**config.mk**
```make
export PLATFORM = sky130hd
export DESIGN_NAME = power_mode_clock_manager
export DESIGN_NICKNAME = d
export VERILOG_FILES = /design/src/include/pmcm_pkg.sv /design/src/core/power_mode_clock_manager.sv /design/src/core/pin_sync3.sv /design/src/core/sys_clk_divider.sv
export SDC_FILE = /design/constraint.sdc
export NUM_CORES = 1
export LEC_CHECK = 0
export BUFFER_PORTS_ARGS = -buffer_cell sky130_fd_sc_hd__buf_2
export CAP_MARGIN = 20
export CORE_MARGIN = 2
export CORE_UTILIZATION = 46
export CTS_BUF_LIST = sky130_fd_sc_hd__clkbuf_8
export DETAILED_ROUTE_END_ITERATION = 12
export PLACE_DENSITY = 0.72
export SYNTH_ARGS = -nofsm -noshare
export SYNTH_HDL_FRONTEND = slang
export SYNTH_SLANG_ARGS = --single-unit
```
**constraint.sdc**
```tcl
create_clock -name ref_clk -period 2.5 [get_ports ref_clk]
set_input_delay 0 -clock ref_clk [delete_from_list [all_inputs] [get_ports ref_clk]]
set_output_delay 0 -clock ref_clk [all_outputs]
set_load 0.05 [all_outputs]
```
**src/include/pmcm_pkg.sv**
```systemverilog
// Shared constants and types of the power-mode clock manager
package pmcm_pkg;

    ////////////////////////////////////////////////////////////////////////////
    // Register offsets on the Wishbone bus (byte addresses)
    localparam logic [7:0] PLL_CONTROL_OFS = 8'h00;
    localparam logic [7:0] PERIPH_GATE_OFS = 8'h04;
    localparam logic [7:0] MODE_CMD_OFS = 8'h08;
    localparam logic [7:0] MODE_STATUS_OFS = 8'h0c;

    // Field widths and positions
    localparam int MSEL_W = 7;
    localparam int MULT_W = 5;
    localparam int SSEL_W = 2;
    localparam int GATE_W = 14;
    localparam int MODE_W = 4;
    localparam int CMD_PEND_BIT = 4;
    localparam int STAT_DEEP_BIT = 4;
    localparam int STAT_BYPASS_BIT = 5;
    localparam int STAT_PLL_EN_BIT = 6;
    localparam int CTL_W = 11;

    // Reset values
    localparam logic [GATE_W-1:0] PERIPH_GATE_RST = 14'h3fff;
    localparam logic [MULT_W-1:0] MULT_MIN = 5'h01;

    // System divider thresholds, in half core-clock ticks
    localparam logic [3:0] HALF_STEP = 4'h2;
    localparam logic [3:0] THR_2_0 = 4'h4;
    localparam logic [3:0] THR_2_5 = 4'h5;
    localparam logic [3:0] THR_3_0 = 4'h6;
    localparam logic [3:0] THR_4_0 = 4'h8;

    // Number of synchronised pins: 7 msel, bypass, divide, 2 flags, rtc
    localparam int PIN_W = 12;

    ////////////////////////////////////////////////////////////////////////////
    // Operating modes, one-hot
    typedef enum logic [MODE_W-1:0] {
        MODE_FULL_ON = 4'h1,
        MODE_ACTIVE = 4'h2,
        MODE_SLEEP = 4'h4,
        MODE_DEEP_SLEEP = 4'h8
    } op_mode_t;

    // Software mode requests
    typedef enum logic [1:0] {
        REQ_APPLY = 2'h0,
        REQ_SLEEP = 2'h1,
        REQ_DEEP = 2'h2,
        REQ_NONE = 2'h3
    } mode_req_t;

    // Contents of the PLL control register
    typedef struct packed {
        logic [SSEL_W-1:0] ssel;
        logic bypass;
        logic in_div;
        logic [MSEL_W-1:0] msel;
    } pll_control_reg_t;

    // Wishbone request carrier
    typedef struct packed {
        logic cyc;
        logic stb;
        logic we;
        logic [7:0] adr;
        logic [3:0] sel;
        logic [31:0] dat;
    } wb_req_t;

endpackage

```
**src/core/power_mode_clock_manager.sv**
```systemverilog
// Implementation choices: the register addresses and the Wishbone slave port.
`timescale 1ns/1ps
`default_nettype none
module power_mode_clock_manager
    import pmcm_pkg::*;
(
    // Clock and reset
    input wire logic ref_clk,
    input wire logic resetn,
    // Wishbone slave
    input wire logic wb_cyc_i,
    input wire logic wb_stb_i,
    input wire logic wb_we_i,
    input wire logic [7:0] wb_adr_i,
    input wire logic [3:0] wb_sel_i,
    input wire logic [31:0] wb_dat_i,
    output logic [31:0] wb_dat_o,
    output logic wb_ack_o,
    // Strap pins and real-time-clock wake
    input wire logic [MSEL_W-1:0] multiplier_select_straps,
    input wire logic bypass_strap,
    input wire logic input_divide_strap,
    input wire logic [SSEL_W-1:0] divider_strap_flags,
    input wire logic rtc_wake_async,
    // Processor core status
    input wire logic irq_pending,
    input wire logic core_idle,
    // Clock enables
    output logic core_clock,
    output logic sys_clk_en,
    output logic system_clock_out_pin,
    output logic [GATE_W-1:0] periph_clk_en,
    // PLL settings
    output logic pll_enable,
    output logic pll_bypass,
    output logic [MULT_W-1:0] pll_multiplier,
    output logic pll_input_divide,
    // Power state
    output logic deep_power_down_flag,
    output logic dma_l1_allow,
    output logic [MODE_W-1:0] op_mode
);

    ////////////////////////////////////////////////////////////////////////////
    // Declarations
    wb_req_t req;
    pll_control_reg_t pll_control_reg_q;
    pll_control_reg_t strap_ctl;
    logic [GATE_W-1:0] peripheral_clock_gate_reg_q;
    mode_req_t cmd_req_q;
    logic cmd_pend_q;
    op_mode_t mode_q;
    op_mode_t mode_d;
    logic cmd_taken;
    logic [PIN_W-1:0] pins_raw;
    logic [PIN_W-1:0] pins_sync;
    logic rtc_lvl;
    logic rtc_lvl_q;
    logic rtc_rise;
    logic half_q;
    logic base_tick;
    logic sys_tick;
    logic bus_hit;
    logic bus_wr;
    logic [31:0] rd_d;
    logic [31:0] ctl_new;
    logic [31:0] gate_new;

    // Byte-lane merge of a register with Wishbone write data
    function automatic logic [31:0] lane_merge(
        input logic [31:0] old,
        input logic [31:0] wdat,
        input logic [3:0] sel
    );
        logic [31:0] m;
        m = {{8{sel[3]}}, {8{sel[2]}}, {8{sel[1]}}, {8{sel[0]}}};
        return (old & ~m) | (wdat & m);
    endfunction

    // Multiplier select to factor, zero read as one
    function automatic logic [MULT_W-1:0] mult_of(input logic [MSEL_W-1:0] msel);
        logic [MULT_W-1:0] f;
        f = msel[MULT_W-1:0];
        return (f == 5'h00) ? MULT_MIN : f;
    endfunction

    ////////////////////////////////////////////////////////////////////////////
    // Pin synchronisers
    assign pins_raw = {rtc_wake_async, divider_strap_flags, bypass_strap,
                       input_divide_strap, multiplier_select_straps};

    pin_sync3 #(
        .W(PIN_W)
    ) u_pin_sync (
        .ref_clk(ref_clk),
        .pin_in(pins_raw),
        .pin_out(pins_sync)
    );

    // Settled strap view as a control word
    assign strap_ctl = pins_sync[CTL_W-1:0];
    assign rtc_lvl = pins_sync[PIN_W-1];

    // Real-time-clock wake edge
    always_ff @(posedge ref_clk)
    begin
        if (!resetn)
        begin
            rtc_lvl_q <= 1'b0;
        end
        else
        begin
            rtc_lvl_q <= rtc_lvl;
        end
    end

    assign rtc_rise = rtc_lvl & ~rtc_lvl_q;

    ////////////////////////////////////////////////////////////////////////////
    // Wishbone slave
    assign req = '{cyc: wb_cyc_i, stb: wb_stb_i, we: wb_we_i, adr: wb_adr_i,
                   sel: wb_sel_i, dat: wb_dat_i};
    assign bus_hit = req.cyc & req.stb;
    // Write lands on the edge where the master sees ack
    assign bus_wr = bus_hit & req.we & wb_ack_o;
    assign ctl_new = lane_merge({21'h0, pll_control_reg_q}, req.dat, req.sel);
    assign gate_new = lane_merge({18'h0, peripheral_clock_gate_reg_q}, req.dat, req.sel);

    // Read decode, unmapped reads as zero
    always_comb
    begin
        rd_d = 32'h0;
        if (req.adr == PLL_CONTROL_OFS)
        begin
            rd_d[CTL_W-1:0] = pll_control_reg_q;
        end
        else if (req.adr == PERIPH_GATE_OFS)
        begin
            rd_d[GATE_W-1:0] = peripheral_clock_gate_reg_q;
        end
        else if (req.adr == MODE_CMD_OFS)
        begin
            rd_d[1:0] = cmd_req_q;
            rd_d[CMD_PEND_BIT] = cmd_pend_q;
        end
        else if (req.adr == MODE_STATUS_OFS)
        begin
            rd_d[MODE_W-1:0] = mode_q;
            rd_d[STAT_DEEP_BIT] = deep_power_down_flag;
            rd_d[STAT_BYPASS_BIT] = pll_bypass;
            rd_d[STAT_PLL_EN_BIT] = pll_enable;
        end
    end

    // Ack one cycle after request, dropped the cycle after
    always_ff @(posedge ref_clk)
    begin
        if (!resetn)
        begin
            wb_ack_o <= 1'b0;
            wb_dat_o <= 32'h0;
        end
        else
        begin
            wb_ack_o <= bus_hit & ~wb_ack_o;
            if (bus_hit & ~wb_ack_o & ~req.we)
            begin
                wb_dat_o <= rd_d;
            end
        end
    end

    ////////////////////////////////////////////////////////////////////////////
    // PLL control register
    always_ff @(posedge ref_clk)
    begin
        if (!resetn)
        begin
            pll_control_reg_q <= strap_ctl;
        end
        else if (bus_wr && req.adr == PLL_CONTROL_OFS)
        begin
            pll_control_reg_q <= ctl_new[CTL_W-1:0];
        end
    end

    always_ff @(posedge ref_clk)
    begin
        if (!resetn)
        begin
            peripheral_clock_gate_reg_q <= PERIPH_GATE_RST;
        end
        else if (bus_wr && req.adr == PERIPH_GATE_OFS)
        begin
            peripheral_clock_gate_reg_q <= gate_new[GATE_W-1:0];
        end
    end

    // mode request, write wins over take
    always_ff @(posedge ref_clk)
    begin
        if (!resetn)
        begin
            cmd_req_q <= REQ_NONE;
            cmd_pend_q <= 1'b0;
        end
        else if (bus_wr && req.adr == MODE_CMD_OFS && req.sel[0])
        begin
            cmd_req_q <= mode_req_t'(req.dat[1:0]);
            cmd_pend_q <= (req.dat[1:0] != REQ_NONE);
        end
        else if (cmd_taken)
        begin
            cmd_pend_q <= 1'b0;
        end
    end

    ////////////////////////////////////////////////////////////////////////////
    // Mode state machine
    always_comb
    begin
        mode_d = mode_q;
        cmd_taken = 1'b0;
        case (mode_q)
            MODE_FULL_ON, MODE_ACTIVE:
            begin
                // act only once the core is idle
                if (cmd_pend_q && core_idle)
                begin
                    cmd_taken = 1'b1;
                    case (cmd_req_q)
                        REQ_APPLY:
                            mode_d = pll_control_reg_q.bypass ? MODE_ACTIVE : MODE_FULL_ON;
                        REQ_SLEEP:
                            mode_d = MODE_SLEEP;
                        REQ_DEEP:
                            mode_d = MODE_DEEP_SLEEP;
                        default:
                            mode_d = mode_q;
                    endcase
                end
            end
            MODE_SLEEP:
            begin
                if (irq_pending)
                begin
                    mode_d = pll_control_reg_q.bypass ? MODE_ACTIVE : MODE_FULL_ON;
                end
            end
            MODE_DEEP_SLEEP:
            begin
                if (rtc_rise)
                begin
                    mode_d = MODE_FULL_ON;
                end
            end
            default:
            begin
                mode_d = MODE_FULL_ON;
            end
        endcase
    end

    always_ff @(posedge ref_clk)
    begin
        if (!resetn)
        begin
            mode_q <= strap_ctl.bypass ? MODE_ACTIVE : MODE_FULL_ON;
        end
        else
        begin
            mode_q <= mode_d;
        end
    end

    ////////////////////////////////////////////////////////////////////////////
    // Base tick: every cycle unbypassed, every other cycle bypassed, none in deep sleep
    always_ff @(posedge ref_clk)
    begin
        if (!resetn)
        begin
            half_q <= 1'b0;
        end
        else
        begin
            half_q <= ~half_q;
        end
    end

    assign base_tick = (mode_q == MODE_DEEP_SLEEP) ? 1'b0 : (pll_bypass ? half_q : 1'b1);

    sys_clk_divider u_sys_div (
        .ref_clk(ref_clk),
        .resetn(resetn),
        .base_tick(base_tick),
        .ssel(pll_control_reg_q.ssel),
        .sys_tick(sys_tick)
    );

    ////////////////////////////////////////////////////////////////////////////
    // Clock enable outputs
    always_ff @(posedge ref_clk)
    begin
        if (!resetn)
        begin
            core_clock <= 1'b0;
            sys_clk_en <= 1'b0;
            system_clock_out_pin <= 1'b0;
            periph_clk_en <= '0;
        end
        else
        begin
            core_clock <= base_tick & (mode_q inside {MODE_FULL_ON, MODE_ACTIVE});
            // system tick to pin and peripherals
            sys_clk_en <= sys_tick;
            system_clock_out_pin <= sys_tick;
            periph_clk_en <= sys_tick ? peripheral_clock_gate_reg_q : '0;
        end
    end

    // PLL settings and power indications
    always_ff @(posedge ref_clk)
    begin
        if (!resetn)
        begin
            pll_enable <= 1'b1;
            pll_bypass <= 1'b0;
            pll_multiplier <= MULT_MIN;
            pll_input_divide <= 1'b0;
            deep_power_down_flag <= 1'b0;
            dma_l1_allow <= 1'b0;
            op_mode <= '0;
        end
        else
        begin
            pll_multiplier <= mult_of(pll_control_reg_q.msel);
            pll_input_divide <= pll_control_reg_q.in_div;
            pll_enable <= (mode_d != MODE_DEEP_SLEEP);
            if (mode_d == MODE_ACTIVE)
            begin
                pll_bypass <= 1'b1;
            end
            else if (mode_d == MODE_FULL_ON)
            begin
                pll_bypass <= 1'b0;
            end
            else if (mode_d == MODE_SLEEP)
            begin
                pll_bypass <= pll_control_reg_q.bypass;
            end
            deep_power_down_flag <= (mode_d == MODE_DEEP_SLEEP);
            dma_l1_allow <= (mode_d == MODE_FULL_ON) | (mode_d == MODE_ACTIVE);
            op_mode <= mode_d;
        end
    end

endmodule // power_mode_clock_manager
`default_nettype wire

```
**src/core/pin_sync3.sv**
```systemverilog
`timescale 1ns/1ps
`default_nettype none
// Three-stage synchroniser; output moves once stages two and three agree
module pin_sync3
    import pmcm_pkg::*;
#(
    parameter int W = 1
)
(
    // Clock
    input wire logic ref_clk,
    // Raw pins and settled result
    input wire logic [W-1:0] pin_in,
    output logic [W-1:0] pin_out
);

    logic [W-1:0] s1_q;
    logic [W-1:0] s2_q;
    logic [W-1:0] s3_q;

    genvar i;
    generate
        for (i = 0; i < W; i++)
        begin : g_bit
            // Chain and agreement filter per bit
            always_ff @(posedge ref_clk)
            begin
                s1_q[i] <= pin_in[i];
                s2_q[i] <= s1_q[i];
                s3_q[i] <= s2_q[i];
                if (s2_q[i] == s3_q[i])
                begin
                    pin_out[i] <= s3_q[i];
                end
            end
        end
    endgenerate

endmodule // pin_sync3
`default_nettype wire

```
**src/core/sys_clk_divider.sv**
```systemverilog
`timescale 1ns/1ps
`default_nettype none
// Core-to-system tick divider: 2, 2.5, 3 or 4 base ticks per system tick
module sys_clk_divider
    import pmcm_pkg::*;
(
    // Clock and reset
    input wire logic ref_clk,
    input wire logic resetn,
    // Base tick and ratio select
    input wire logic base_tick,
    input wire logic [SSEL_W-1:0] ssel,
    // One-cycle system tick
    output logic sys_tick
);

    logic [3:0] acc_q;
    logic [3:0] thr;
    logic [3:0] sum;

    // Ratio select to half-tick threshold
    always_comb
    begin
        case (ssel)
            2'h0: thr = THR_2_0;
            2'h1: thr = THR_2_5;
            2'h2: thr = THR_3_0;
            default: thr = THR_4_0;
        endcase
        sum = acc_q + HALF_STEP;
    end

    // Fractional accumulator
    always_ff @(posedge ref_clk)
    begin
        if (!resetn)
        begin
            acc_q <= 4'h0;
            sys_tick <= 1'b0;
        end
        else if (base_tick)
        begin
            if (sum >= thr)
            begin
                acc_q <= sum - thr;
                sys_tick <= 1'b1;
            end
            else
            begin
                acc_q <= sum;
                sys_tick <= 1'b0;
            end
        end
        else
        begin
            sys_tick <= 1'b0;
        end
    end

endmodule // sys_clk_divider
`default_nettype wire

```
==> metrics.md <==
| Metric | Value |
|---|---|
| Highest Clock Rate | 0.437 GHz |
| Crit-path max FO | 5 |
| Sequential share of the synthesized area | 0.591 |
| Setup Skew | 0.0158 ns |
| DRC | 0 |
| Die area | 0.0113 mm2 |
| Syn_area_per_cell | 11.0 um2 |
| Post-synth top area cell | dfxtp_1 |
| Flops & latches, synth | 130 |
| Min Tclk post-route | 2.29 ns |
| Layout Area Growth over Synthesis | 24.4% |
| Cells along the critical path | nor2b_1 > ha_1 > inv_1 > fa_1 > a21oi_1 > o21ai_0 > o21a_1 > o22ai_1 > a41o_1 |
| Final hold vios | 0 |
| Die H | 106 um |
| Worst-margin pin slew | 0.701 ns |
| WP data arrival | 2.65 ns |
| ANT nets after route | 0 |
| Leak Pwr | 2.57 nW |
| Post-Synthesis Cells | 437 |
| Core outline area | 0.0102 mm2 |
| Fillers | 864 |
| DR WL/cell | 13.7 um |
| Pwr/cell area | 907 mW/mm2 |
| Number of antenna diodes | 0 |
| Worst setup EP type | flop |
| Total number of vias | 3445 |
| WP data required | 2.86 ns |
| Share of layout cells above drive strength 1 | 0.240 |
| DP HPWL | 6910 um |
| Gr usage total | 0.179 |
| GR Util met1 | 0.234 |
| Final Cycle Share | 0.916 |
| Skew-Pair Late Insertion Delay | 0.42 ns |
| Most crowded layer after global routing | met2 |
| Fin util | 0.583 |
| Setup bufs post-CTS | 0 |
| Routed WL | 9670 um |
| Critical-path top delay cell | fa_1 |
| DR pass1 iterations | 4 |
| CTS tree | yes |
| Initial Util | 0.469 |
| Max Cap Viol | 0 |
| First-pass GRT wire length | 15600 um |
| Synth cell types | 53 |
| Root Driver | clkbuf_8 |
| I/O Buffers | 88 |
| Top post-synthesis cells by area | dfxtp_1, edfxtp_1, buf_4, o21ai_0, mux2i_1 |
| Clk slew on worst S/H paths | 0.08 ns |
| Io pins | 127 |
| Ys flop type | dfxtp_1 |
| YS warnings | 0 |
| TritonCTS buffer count | 17 |
| VDD IR max | 0.371 mV |
| Delay of the slowest cell on the worst path | 0.44 ns |
| Final Max Tran Viols | 0 |
| Top-area cell type share of the netlist area | 0.447 |
| H-tree lvl count | 4 |
| Initial DRC count | 181 |
| GRT met2 Usage | 0.284 |
| Overflow after GRT | 0 |
| CP startpoint kind | flop |
| Number of global-route vias before repair | 3182 |
| CTS sink cnt | 130 |
| Fraction of registers with async set/reset | 0 |
| Largest net degree at the start of global routing | 45 |
| Post-Syn Area | 0.00479 mm2 |
| Clock Tree Buf Depth | 2 |
| RSZ-0062 raised after global routing | no |
| FP Rows | 37 |
| Status | finished clean |
| Setup CP Type | reg2reg |
| Gpl congestion | 0.840 |
| HP Class | in2reg |
| Initial antenna violation count | 0 |
| Nets@finish | 626 |
| Worst path bufs/invs | 1 |
| Max-slew headroom | 0.533 |
| Crit path max-delay family | compound AO/OA/AOI/OAI gates |
| Final setup viols | 0 |
| Setup TNS | 0 ns |
| Routing usage on met3 | 0.0497 |
| DR vias/cell | 4.88 |
| Post-synth EDFFs | 23 |
| Die Wd | 106 um |
-- power breakdown --
group	total, W	leakage, nW	internal [W]	switching, W
Clock	0.00169	0.209	0.000921	0.000768
Combinational	0.00125	1.25	0.000434	0.000817
Sequential	0.00247	1.11	0.00234	0.000133
-- cells by family (layout without fill, tap and decap cells) --
group,Yosys count,in the layout,share of synthesized area
other,1,18,0.000782
and+or+nand+nor,128,128,0.144
muxes,19,19,0.0483
AOI/OAI and AO/OA,77,77,0.105
buffers and inverters,60,176,0.0645
DFF,130,130,0.591
adders and majority gates,6,6,0.0172
xor gates and xnor gates,16,16,0.0292
-- timing repair --
action	in CTS	in global routing
hold buffers	32	0
resized for setup	0	0
endpoints found under the hold margin	42	0
setup endpoints to repair	0	1
-- metal layers --
layer,part of all wire,up-vias,routed length (um)
met5,0,-,0
met4,0.0096,0,93
met3,0.058,9,565
met2,0.47,101,4580
met1,0.46,1603,4440
li1,-,1732,-
-- synthesized netlist by cell type, types with 10 or more instances --
cell and number:
nand2_1 32, nand3_1 22, and2_1 11, and3_1 14, nor2_1 22, edfxtp_1 23
a21oi_1 13, dfxtp_1 107, buf_4 21, mux2i_1 13, clkbuf_1 15, a22oi_1 10
xnor2_1 14, inv_1 19, o21ai_0 31
-- area by class of cell --
type,instances,area (um2),share of cell area
clock buffers,19,262,0.0438
flip-flops and latches,130,2830,0.475
well taps,136,170,0.0285
repair buffers,124,791,0.133
multi-input cells,264,1720,0.288
inverters,20,75.1,0.0126
clock inverters,13,119,0.0199
-- tightest hold or removal path: cells and delay by family --
family                 cells  cell delay (ns)
buffers and inverters      1             0.19
AOI/OAI and AO/OA          1             0.06
and+or+nand+nor            1             0.09
-- layout by cell type (no fill, tap or decap), types with 10 or more instances in the layout --
master and count:
dfxtp_1 107, buf_2 88, and3_1 14, mux2i_1 13, inv_1 22, nand2_1 32
and2_1 11, clkbuf_8 19, o21ai_0 31, a22oi_1 10, xnor2_1 14, dlygate4sd3_1 32
a21oi_1 13, edfxtp_1 23, nor2_1 22, nand3_1 22, conb_1 18
-- worst paths after layout --
path	to	cells after the start	slack, ns	start
hold reg to reg	u_pin_sync.s2_q[8]$_DFF_P_	0	0.33	u_pin_sync.s1_q[8]$_DFF_P_
hold / removal	flop	3	0.04	wb_sel_i[0]
setup reg to reg	u_sys_div.acc_q[3]$_SDFFE_PN0P_	9	0.21	flop
setup / recovery	u_sys_div.acc_q[3]$_SDFFE_PN0P_	9	0.21	flop
-- stage by stage --
stage,setup slack [ns],instance area [um2],hold WS [ns],std cells,power (W)
final,0.211,5970,0.0364,706,0.00541
after global routing,0.0263,5970,0.0408,706,0.00565
after CTS,0.189,5970,0.0111,706,0.00545
after detailed placement,0.292,5270,0.104,642,0.00372
after global placement,0.358,5270,0.102,642,0.00370
after floorplan,0.305,4860,0.0277,454,0.00347
(Power assumes the default switching activity.)
